File: config.mk
export PLATFORM = sky130hd
export DESIGN_NAME = intr_lowpower_ctrl
export DESIGN_NICKNAME = d
export VERILOG_FILES = /design/src/rtl/intr_lowpower_pkg.sv /design/src/rtl/intr_lowpower_ctrl.sv
export SDC_FILE = /design/constraint.sdc
export NUM_CORES = 1
export LEC_CHECK = 0
export ABC_CLOCK_PERIOD_IN_PS = 5600
export BUFFER_PORTS_ARGS = -buffer_cell sky130_fd_sc_hd__buf_2
export CAP_MARGIN = 25
export CORE_AREA = 2 2 148 92
export CTS_BUF_LIST = sky130_fd_sc_hd__clkbuf_8
export DETAILED_ROUTE_END_ITERATION = 12
export DIE_AREA = 0 0 150 94
export MAX_ROUTING_LAYER = met4
export PLACE_DENSITY = 0.51
export SYNTH_ARGS = -nofsm -noshare
export SYNTH_HDL_FRONTEND = slang
export SYNTH_SLANG_ARGS = --single-unit
File: constraint.sdc
create_clock -name i_sys_clk -period 5.6 [get_ports i_sys_clk]
set_input_delay 0.28 -clock i_sys_clk [delete_from_list [all_inputs] [get_ports i_sys_clk]]
set_output_delay 0.28 -clock i_sys_clk [all_outputs]
set_load 0.1 [all_outputs]
File: src/rtl/intr_lowpower_pkg.sv
package intr_lowpower_pkg;

	// ****************************************
	// Register map (byte addresses)
	// ****************************************
	localparam logic [7:0] PENDING_LOW_OFS = 8'h00;
	localparam logic [7:0] PENDING_MID_OFS = 8'h04;
	localparam logic [7:0] PENDING_HIGH_OFS = 8'h08;
	localparam logic [7:0] BREAK_STATUS_OFS = 8'h0c;
	localparam logic [7:0] BREAK_FLAG_CTRL_OFS = 8'h10;
	localparam logic [7:0] CONFIG_ONE_OFS = 8'h14;
	localparam logic [7:0] LOWPOWER_STATE_OFS = 8'h18;

	// ****************************************
	// Field positions and reset values
	// ****************************************
	localparam int BREAK_STOP_WAIT_BIT = 0;
	localparam int BREAK_CLEAR_ENABLE_BIT = 0;
	localparam int SHORT_RECOVERY_BIT = 0;
	localparam int WATCHDOG_DISABLE_BIT = 1;
	localparam logic BREAK_CLEAR_ENABLE_RST = 1'b0;
	localparam logic SHORT_RECOVERY_RST = 1'b0;
	localparam logic WATCHDOG_DISABLE_RST = 1'b0;

	// ****************************************
	// Interrupt sources and vectors
	// ****************************************
	localparam int NUM_SOURCES = 17;
	localparam logic [15:0] VEC_FIRST_SOURCE = 16'hfffa;
	localparam logic [15:0] VEC_SOFTWARE_INTERRUPT = 16'hfffc;
	localparam logic [15:0] VEC_RESET = 16'hfffe;

	// ****************************************
	// Counter and recovery counts
	// ****************************************
	localparam int COUNTER_WIDTH = 12;
	localparam logic [11:0] RECOVERY_LONG_LAST = 12'hfff;
	localparam logic [11:0] RECOVERY_SHORT_LAST = 12'h01f;

	localparam logic [1:0] RESP_OKAY = 2'b00;
	localparam logic [1:0] RESP_SLVERR = 2'b10;

	typedef enum logic [1:0] {ST_RUN, ST_WAIT, ST_STOP, ST_RECOVER} power_state_t;

endpackage

File: src/rtl/intr_lowpower_ctrl.sv
// Our own choices: the register offsets and the AXI4-Lite slave port.
`timescale 1ns/100ps
`default_nettype none

module intr_lowpower_ctrl
	import intr_lowpower_pkg::*;
(
	// Clock, reset, enable
	input wire logic i_sys_clk,
	input wire logic i_rst_b,
	input wire logic i_clk_en,
	// AXI4-Lite slave
	input wire logic [7:0] i_awaddr,
	input wire logic i_awvalid,
	output logic o_awready,
	input wire logic [31:0] i_wdata,
	input wire logic [3:0] i_wstrb,
	input wire logic i_wvalid,
	output logic o_wready,
	output logic [1:0] o_bresp,
	output logic o_bvalid,
	input wire logic i_bready,
	input wire logic [7:0] i_araddr,
	input wire logic i_arvalid,
	output logic o_arready,
	output logic [31:0] o_rdata,
	output logic [1:0] o_rresp,
	output logic o_rvalid,
	input wire logic i_rready,
	// Interrupt, break and reset sources
	input wire logic [16:0] i_irq_req,
	input wire logic i_break_irq,
	input wire logic i_break_exit,
	input wire logic i_ext_rst_pin,
	input wire logic [3:0] i_reset_src,
	// CPU core, peripheral clock, watchdog and flag-clear controls
	input wire logic i_cpu_ibit,
	input wire logic i_insn_done,
	input wire logic i_vector_ack,
	input wire logic i_wait_exec,
	input wire logic i_stop_exec,
	output logic [15:0] o_vector_addr,
	output logic o_irq_take,
	output logic o_clear_ibit,
	output logic o_cpu_reset,
	output logic o_cpu_clk_en,
	output logic o_periph_clk_en,
	output logic o_watchdog_run,
	output logic o_flag_clear_allow,
	output logic o_lowpower_exit
);

	// ****************************************
	// State
	// ****************************************
	power_state_t state;
	logic [11:0] counter;
	logic rst_pin_meta, rst_pin_sync;
	logic latched, break_state, break_stop_wait_status;
	logic break_clear_enable, short_recovery_select, watchdog_disable_option;
	logic reset_any, irq_ok, exit_now, rec_done, arb_go;
	logic [15:0] next_vector;
	logic wr_go, rd_go, wr_hit;
	logic [31:0] rd_val;
	logic rd_hit;

	// Pin passes two flops before use
	always_ff @(posedge i_sys_clk)
	begin
		if (!i_rst_b)
		begin
			rst_pin_meta <= 1'b0;
			rst_pin_sync <= 1'b0;
		end
		else if (i_clk_en)
		begin
			rst_pin_meta <= i_ext_rst_pin;
			rst_pin_sync <= rst_pin_meta;
		end
	end

	// ****************************************
	// Arbitration
	// ****************************************
	assign reset_any = rst_pin_sync | (|i_reset_src);
	assign irq_ok = (|i_irq_req) & !i_cpu_ibit;
	assign exit_now = rst_pin_sync | irq_ok | i_break_irq;
	assign rec_done = (state == ST_RECOVER) &&
		(counter == (short_recovery_select ? RECOVERY_SHORT_LAST : RECOVERY_LONG_LAST));
	// A latched request blocks new arbitration until acknowledged
	assign arb_go = !reset_any && !latched && (i_break_irq || irq_ok) &&
		((state == ST_RUN && i_insn_done) || (state == ST_WAIT) || rec_done);

	always_comb
	begin
		next_vector = VEC_SOFTWARE_INTERRUPT;
		if (!i_break_irq)
		begin
			for (int i = NUM_SOURCES - 1; i >= 0; i--)
			begin
				if (i_irq_req[i])
					next_vector = VEC_FIRST_SOURCE - 16'(2 * i);
			end
		end
	end

	always_ff @(posedge i_sys_clk)
	begin
		if (!i_rst_b)
		begin
			o_vector_addr <= VEC_RESET;
			o_irq_take <= 1'b0;
			latched <= 1'b0;
			o_cpu_reset <= 1'b0;
		end
		else if (i_clk_en)
		begin
			o_cpu_reset <= reset_any;
			o_irq_take <= arb_go;
			if (reset_any)
			begin
				o_vector_addr <= VEC_RESET;
				latched <= 1'b0;
			end
			else if (arb_go)
			begin
				o_vector_addr <= next_vector;
				latched <= 1'b1;
			end
			else if (i_vector_ack)
				latched <= 1'b0;
		end
	end

	// ****************************************
	// Break state and flag protection
	// ****************************************
	always_ff @(posedge i_sys_clk)
	begin
		if (!i_rst_b)
			break_state <= 1'b0;
		else if (i_clk_en)
		begin
			if (reset_any || i_break_exit)
				break_state <= 1'b0;
			else if (arb_go && i_break_irq)
				break_state <= 1'b1;
		end
	end

	// Peripherals gate every clear step with this, so a half-done
	// two-step clear cannot finish inside break while break_clear_enable is 0
	always_ff @(posedge i_sys_clk)
	begin
		if (!i_rst_b)
			o_flag_clear_allow <= 1'b1;
		else if (i_clk_en)
			o_flag_clear_allow <= !break_state || break_clear_enable;
	end

	// ****************************************
	// Low-power state machine
	// ****************************************
	always_ff @(posedge i_sys_clk)
	begin
		if (!i_rst_b)
			state <= ST_RUN;
		else if (i_clk_en)
		begin
			if (reset_any)
				state <= ST_RUN;
			else
			begin
				case (state)
					ST_RUN:
						if (i_stop_exec)
							state <= ST_STOP;
						else if (i_wait_exec)
							state <= ST_WAIT;
					ST_WAIT:
						if (exit_now)
							state <= ST_RUN;
					ST_STOP:
						if (exit_now)
							state <= ST_RECOVER;
					ST_RECOVER:
						if (rec_done)
							state <= ST_RUN;
					default:
						state <= ST_RUN;
				endcase
			end
		end
	end

	// Counter runs free except while stopped
	always_ff @(posedge i_sys_clk)
	begin
		if (!i_rst_b)
			counter <= '0;
		else if (i_clk_en)
		begin
			if (state == ST_STOP || (state == ST_RUN && i_stop_exec))
				counter <= '0;
			else
				counter <= counter + 12'h001;
		end
	end

	always_ff @(posedge i_sys_clk)
	begin
		if (!i_rst_b)
		begin
			o_clear_ibit <= 1'b0;
			o_cpu_clk_en <= 1'b1;
			o_periph_clk_en <= 1'b1;
			o_watchdog_run <= 1'b1;
			o_lowpower_exit <= 1'b0;
		end
		else if (i_clk_en)
		begin
			o_clear_ibit <= state == ST_RUN && (i_wait_exec || i_stop_exec);
			o_cpu_clk_en <= state == ST_RUN;
			o_periph_clk_en <= state != ST_STOP && state != ST_RECOVER;
			o_watchdog_run <= !watchdog_disable_option && state != ST_STOP;
			o_lowpower_exit <= (state == ST_WAIT || state == ST_STOP) && exit_now;
		end
	end

	// ****************************************
	// Register file
	// ****************************************
	assign wr_go = i_awvalid && i_wvalid && !o_awready && !o_bvalid;
	assign rd_go = i_arvalid && !o_arready && !o_rvalid;
	assign wr_hit = i_awaddr == BREAK_STATUS_OFS || i_awaddr == BREAK_FLAG_CTRL_OFS ||
		i_awaddr == CONFIG_ONE_OFS || i_awaddr == PENDING_LOW_OFS ||
		i_awaddr == PENDING_MID_OFS || i_awaddr == PENDING_HIGH_OFS ||
		i_awaddr == LOWPOWER_STATE_OFS;

	always_comb
	begin
		rd_val = 32'h00000000;
		rd_hit = 1'b1;
		case (i_araddr)
			PENDING_LOW_OFS: rd_val[7:0] = {i_irq_req[5:0], 2'b00};
			PENDING_MID_OFS: rd_val[7:0] = i_irq_req[13:6];
			PENDING_HIGH_OFS: rd_val[7:0] = {5'h00, i_irq_req[16:14]};
			BREAK_STATUS_OFS: rd_val[BREAK_STOP_WAIT_BIT] = break_stop_wait_status;
			BREAK_FLAG_CTRL_OFS: rd_val[BREAK_CLEAR_ENABLE_BIT] = break_clear_enable;
			CONFIG_ONE_OFS:
			begin
				rd_val[SHORT_RECOVERY_BIT] = short_recovery_select;
				rd_val[WATCHDOG_DISABLE_BIT] = watchdog_disable_option;
			end
			LOWPOWER_STATE_OFS: rd_val[1:0] = state;
			default: rd_hit = 1'b0;
		endcase
	end

	// Pending registers take no write at all
	always_ff @(posedge i_sys_clk)
	begin
		if (!i_rst_b)
		begin
			break_clear_enable <= BREAK_CLEAR_ENABLE_RST;
			short_recovery_select <= SHORT_RECOVERY_RST;
			watchdog_disable_option <= WATCHDOG_DISABLE_RST;
		end
		else if (i_clk_en && wr_go && i_wstrb[0])
		begin
			if (i_awaddr == BREAK_FLAG_CTRL_OFS)
				break_clear_enable <= i_wdata[BREAK_CLEAR_ENABLE_BIT];
			if (i_awaddr == CONFIG_ONE_OFS)
			begin
				short_recovery_select <= i_wdata[SHORT_RECOVERY_BIT];
				watchdog_disable_option <= i_wdata[WATCHDOG_DISABLE_BIT];
			end
		end
	end

	// Set wins over a simultaneous zero write
	always_ff @(posedge i_sys_clk)
	begin
		if (!i_rst_b)
			break_stop_wait_status <= 1'b0;
		else if (i_clk_en)
		begin
			if (reset_any)
				break_stop_wait_status <= 1'b0;
			else if ((state == ST_WAIT || state == ST_STOP) && i_break_irq)
				break_stop_wait_status <= 1'b1;
			else if (wr_go && i_wstrb[0] && i_awaddr == BREAK_STATUS_OFS &&
				!i_wdata[BREAK_STOP_WAIT_BIT])
				break_stop_wait_status <= 1'b0;
		end
	end

	always_ff @(posedge i_sys_clk)
	begin
		if (!i_rst_b)
		begin
			o_awready <= 1'b0;
			o_wready <= 1'b0;
			o_bvalid <= 1'b0;
			o_bresp <= RESP_OKAY;
		end
		else if (i_clk_en)
		begin
			o_awready <= wr_go;
			o_wready <= wr_go;
			if (wr_go)
			begin
				o_bvalid <= 1'b1;
				o_bresp <= wr_hit ? RESP_OKAY : RESP_SLVERR;
			end
			else if (i_bready)
				o_bvalid <= 1'b0;
		end
	end

	always_ff @(posedge i_sys_clk)
	begin
		if (!i_rst_b)
		begin
			o_arready <= 1'b0;
			o_rvalid <= 1'b0;
			o_rdata <= 32'h00000000;
			o_rresp <= RESP_OKAY;
		end
		else if (i_clk_en)
		begin
			o_arready <= rd_go;
			if (rd_go)
			begin
				o_rvalid <= 1'b1;
				o_rdata <= rd_val;
				o_rresp <= rd_hit ? RESP_OKAY : RESP_SLVERR;
			end
			else if (i_rready)
				o_rvalid <= 1'b0;
		end
	end

	// ****************************************
	// Checks
	// ****************************************
	AST_STOP_HALTS: assert property (@(posedge i_sys_clk) disable iff (!i_rst_b)
		i_clk_en && state == ST_STOP |=> !o_periph_clk_en && !o_cpu_clk_en)
		else $error("clocks not halted in stop");
	AST_STOP_COUNTER: assert property (@(posedge i_sys_clk) disable iff (!i_rst_b)
		i_clk_en && state == ST_STOP |=> counter == 12'h000)
		else $error("counter not held in stop");
	AST_WAIT_CLOCKS: assert property (@(posedge i_sys_clk) disable iff (!i_rst_b)
		i_clk_en && state == ST_WAIT |=> !o_cpu_clk_en && o_periph_clk_en)
		else $error("wait clock gating wrong");
	AST_WAIT_WAKE: assert property (@(posedge i_sys_clk) disable iff (!i_rst_b)
		i_clk_en && state == ST_WAIT && irq_ok && !latched && !reset_any |=> o_irq_take)
		else $error("wait wake not one cycle later");
	AST_SHORT_REC: assert property (@(posedge i_sys_clk) disable iff (!i_rst_b)
		rec_done && short_recovery_select |-> counter == 12'h01f)
		else $error("short recovery count wrong");
	AST_BREAK_VEC: assert property (@(posedge i_sys_clk) disable iff (!i_rst_b)
		i_clk_en && arb_go && i_break_irq |=> o_vector_addr == 16'hfffc && break_state)
		else $error("break vector wrong");
	AST_PROTECT: assert property (@(posedge i_sys_clk) disable iff (!i_rst_b)
		i_clk_en && break_state && !break_clear_enable |=> !o_flag_clear_allow)
		else $error("flags not protected in break");
	AST_CLEAR_IBIT: assert property (@(posedge i_sys_clk) disable iff (!i_rst_b)
		i_clk_en && state == ST_RUN && i_wait_exec |=> o_clear_ibit)
		else $error("mask not cleared on wait");
	AST_STATUS_SET: assert property (@(posedge i_sys_clk) disable iff (!i_rst_b)
		i_clk_en && state == ST_STOP && i_break_irq && !reset_any |=> break_stop_wait_status)
		else $error("stop/wait status not set");
	AST_LATCH_HOLD: assert property (@(posedge i_sys_clk) disable iff (!i_rst_b)
		latched && !i_vector_ack && !reset_any && i_clk_en |=> $stable(o_vector_addr))
		else $error("latched vector changed");
	AST_PRIO: assert property (@(posedge i_sys_clk) disable iff (!i_rst_b)
		i_clk_en && arb_go && !i_break_irq && i_irq_req[0] |=> o_vector_addr == 16'hfffa)
		else $error("highest source not chosen");

endmodule // intr_lowpower_ctrl

`default_nettype wire

# [Word level (Yosys, flattened, before mapping)]
# Cells that the tools add are included.
[word_totals] ff_bits=62 latchBits=0 ram_bits=0 romBits=0 word_cells=169 n_memories=0
[classes] addsub=1 n_mul=0 div=0 order_cmp=0 eq_ne=22 n_shift=0 mux=47 bitwise=4 reduce_logical=69
[ops] op="$mux W16" n=19
[ops] op="$eq A8 B5 Y1 const B" n=6
[ops] op="$eq A8 B4 Y1 const B" n=4
[ops] op="$mux W12" n=2
[ops] op="$logic_and A1 B1 Y1" n=22
[ops] op="$reduce_and A2 Y1" n=10
[ops] op="$pmux W6 S3" n=1
[ops] op="$reduce_or A17 Y1" n=1
[ops] op="$eq A8 B3 Y1 const B" n=2
[ops] op="$logic_not A8 Y1" n=2
[ops] op="$mux W2" n=8
[ops] op="$logic_or A1 B1 Y1" n=14
[ops] op="$mux W1" n=13
[ops] op="$add A12 B1 Y12 const B" n=1
[ops] op="$eq A12 B12 Y1" n=1
[ops] op="$logic_not A1 Y1" n=10
[ops] op="$ne A3 B3 Y1 const B" n=3
[ops] op="$pmux W2 S4" n=1
[ops] op="$reduce_bool A2 Y1" n=4
[ops] op="$reduce_or A7 Y1" n=1
[ops] op="$mux W6" n=1
[ops] op="$pmux W1 S6" n=1
[ops] op="$reduce_bool A3 Y1" n=2
[ops] op="$reduce_and A5 Y1" n=1
[ops] op="9 further kinds" n=13

# [Depth between registers and ports, before layout]
[logic_depth] depth_word=20 mapped_depth=8 mapped_depth_nobuf=7

# [Worst setup path before layout]
# No wires, ideal clock.
[synth_timing] path_kind="reg2reg" from="register o_rvalid" to="register o_rdata[7]" setup_ps=60 arrival_time_ps=2197 required_ps=5540 slack_ps=3343 path_stages_with_launch=6 cell_sequence="dfxtp_1 > or4b_1 > clkbuf_1 > or4_1 > o21ai_1 > and2_1"
[synth_between] elab_chain_cells=3
[synth_rtl] element="from (decl)" line="intr_lowpower_ctrl.sv:28" rtl="output logic o_rvalid,"
[synth_rtl] element="from (signal assigned)" line="intr_lowpower_ctrl.sv:326" rtl="o_rvalid <= 1'b0;"
[synth_rtl] element="from (signal assigned)" line="intr_lowpower_ctrl.sv:335" rtl="o_rvalid <= 1'b1;"
[synth_rtl] element="from (signal assigned)" line="intr_lowpower_ctrl.sv:340" rtl="o_rvalid <= 1'b0;"
[synth_rtl] element="$logic_not A1 Y1" line="intr_lowpower_ctrl.sv:234" rtl="assign rd_go = i_arvalid && !o_arready && !o_rvalid;"
[synth_rtl] element="$logic_and A1 B1 Y1" line="intr_lowpower_ctrl.sv:234"
[synth_rtl] element="$reduce_and A2 Y1 (no source line)"
[synth_rtl] element="to (signal assigned)" line="intr_lowpower_ctrl.sv:336" rtl="o_rdata <= rd_val;"
[synth_rtl] element="to (decl)" line="intr_lowpower_ctrl.sv:26" rtl="output logic [31:0] o_rdata,"
# No other way between the ends.
# A chain may end at the register's enable or synchronous reset.

# [Worst setup path in the final report]
[layout_timing] from="input i_clk_en" to="register o_rdata[5]"
[layout_between] elab_chain_cells=1
[layout_rtl] element="from (decl)" line="intr_lowpower_ctrl.sv:11" rtl="input wire logic i_clk_en,"
[layout_rtl] element="$reduce_and A2 Y1 (no source line)"
# No other way between the ends.

==> results_dict.tcl <==
set metrics [dict create \
    yosysTopAreaCell "dfxtp_1" \
    drv_cap 0 \
    dpl_cell_area_sq_um 3330 \
    tightest_slew_ns 0.716 \
    grt_pass1_vias 2292 \
    grt_pass1_wl_um 11900 \
    path_depth 7 \
    grt_max_degree 44 \
    critPathMaxFanout 29 \
    avgSynthCellArea_sq_um 8.22 \
    avgRoutedWirePerCell_um 13.3 \
    areaGrowthSynthToFinish_pct 18.3 \
    antenna_found_initial 0 \
    rows 32 \
    ant_nets 0 \
    worst_slack_ns 3.13 \
    fp.dieW_um 150 \
    die_h_um 94 \
    cts_root_buf "clkbuf_8" \
    clockBufferDepth 2 \
    syn_inst 351 \
    min_period_ns 2.47 \
    wirelength_um 7950 \
    r2r-end "o_rdata[5]" \
    synth_commonest_cells "dfxtp_1, buf_4, nor2_1, nand2_1, mux2i_1" \
    rsz0062_at_grt "false" \
    final_cell_area_sq_um 3410 \
    r2r_cells 4 \
    post_cts_buffers 0 \
    drt-vias-per-instance 4.28 \
    insertedDiodeCount 0 \
    tns_ns 0 \
    cp.arrival_ns 2.72 \
    reg2reg_slack_ns 3.43 \
    min_from "i_wdata[1]" \
    path_buf_inv 3 \
    drc_errors 0 \
    insertion_delay_ns 0.31 \
    initial_core_util 0.228 \
    cts_made_buffers 5 \
    cp-endpoint "o_rdata[5]" \
    dr.pass1.iters 4 \
    p_per_area_nw_per_um2 233 \
    htree_levels 2 \
    cts_tree "done" \
    hpwl_um 6340 \
    final_max_slew_viol_count 0 \
    nFillCells 1392 \
    io_pins 154 \
    synth_top_flop_cell "dfxtp_1" \
    slew_headroom 0.522 \
    grt.total_usage 0.113 \
    ys.warnings.count 0 \
    clock-sinks 49 \
    synth_edf_count 0 \
    clk_pin_slew_worst_paths_ns 0.09 \
    place.gp.congestion 0.816 \
    drt_iter0_markers 172 \
    fp.dieArea_sq_um 14100 \
    hp-class "primary input to flip-flop" \
    cp-start-kind "primary input" \
    port_buffers 83 \
    cpLargestDelayFamily "simple AND/OR/NAND/NOR gates" \
    core_area_sq_um 12700 \
    yosysMostFrequentCell "dfxtp_1" \
    required_ns 5.86 \
    cp-end-kind "flip-flop" \
    p_leak_nw 1.46 \
    slowest_delay_ns 0.85 \
    crit_type "primary input to flip-flop" \
    r2r-start "o_rvalid" \
    hold_viol_final 0 \
    cts_resized 0 \
    seq_area_frac_synth 0.340 \
    layout-drive-gt1-share 0.244 \
    fin_crit_sh 0.441 \
    fmax_ghz 0.405 \
    pre_cts_ws_ns 2.75 \
    grt_overflow 0 \
    final-setup-viol-count 0 \
    path_cells "buf_2 > buf_4 > inv_2 > or4b_1 > or4_1 > o21ai_1 > and2_1" \
    hold_buffers 0 \
    ys_ff_latch 49 \
    route.vias.total 2554 \
    netlist.area_leader.share 0.340 \
    fin_nets 521 \
    synth.area.top_cells "dfxtp_1, buf_4, mux2i_1" \
    skew_ns 0.00909 \
    ir_worst_vdd_uv 98.9 \
    yosysUniqueCellTypes 55 \
    startpoint "i_clk_en" \
    synth-async-reset-ratio 0 \
    synthesis.area_sq_um 2890 \
    status "finished, final reports clean" \
    slowest_stage "or4b_1" \
]
==> worst min path at each step <==
stage | slack (ns) | to | cells after the start
after floorplan | 0.43 | break_stop_wait_status | 2
after global placement | 0.45 | o_vector_addr[3] | 2
after detailed placement | 0.46 | o_vector_addr[3] | 2
after CTS | 0.22 | watchdog_disable_option | 3
after global routing | 0.25 | rst_pin_meta | 3
final | 0.23 | watchdog_disable_option | 3
==> layer usage <==
layer  up-vias  track usage  wire length (um)
met5         -            -                 0
met4         0       0.0197                43
met3         7       0.0301               481
met2        80        0.161              3260
met1      1175        0.161              4160
li1       1292            -                 -
==> kinds of logic (layout without fill, tap and decap cells) <==
kind of cell             Yosys count  after routing  synth area share
AO/OA/AOI/OAI                     60             60             0.137
flip-flops                        49             49             0.340
AND/OR/NAND/NOR                  141            141             0.260
adder cells (fa/ha/maj)            5              5            0.0217
buffers and inverters             62            103             0.130
multiplexers                      21             21            0.0755
XOR/XNOR                          11             11            0.0334
other                              2             37           0.00260
==> placed cells by master (no fill, tap or decap), types with 10 or more instances in the layout <==
| master | n |
|---|---|
| nor2_1 | 34 |
| nand2_1 | 32 |
| dfxtp_1 | 49 |
| o21ai_0 | 12 |
| a21oi_1 | 13 |
| nor2b_1 | 17 |
| nand3_1 | 10 |
| mux2i_1 | 18 |
| buf_2 | 83 |
| conb_1 | 37 |
| inv_1 | 11 |
==> through the flow <==
step	hold WS [ns]	utilization	power, mW	instances
2_1_floorplan	0.434	-	0.566	386
3_3_place_gp	0.449	0.262	0.588	589
3_5_place_dp	0.456	0.263	0.590	590
4_1_cts	0.220	0.270	0.808	597
5_1_grt	0.247	0.270	0.838	597
6_report	0.229	0.270	0.796	597
==> where the power goes <==
group / internal, mW / switching, mW
combinational: 0.0377 / 0.187
clock: 0.0965 / 0.117
sequential: 0.354 / 0.00403
total: 0.488 / 0.308
==> area by class of cell <==
cell class / count / area (sq um) / share of cell area
Sequential cell: 49 / 981 / 0.287
Clock inverter: 1 / 3.75 / 0.00110
Tap cell: 170 / 213 / 0.0623
Inverter: 11 / 41.3 / 0.0121
Timing Repair Buffer: 85 / 430 / 0.126
Multi-Input combinational cell: 275 / 1660 / 0.487
Clock buffer: 6 / 82.6 / 0.0242
==> flip-flops by register name, indices dropped and copies added (netlist names), 2 cells and up <==
signal / cells
state: 2
o_rdata: 8
o_vector_addr: 5
counter: 12
==> worst min-delay path, delay by kind of cell <==
| family | cells | cell delay, ns |
|---|---|---|
| buffers and inverters | 1 | 0.08 |
| AND/OR/NAND/NOR | 1 | 0.09 |
| multiplexers | 1 | 0.05 |
Power figures use the tool's default switching activity.
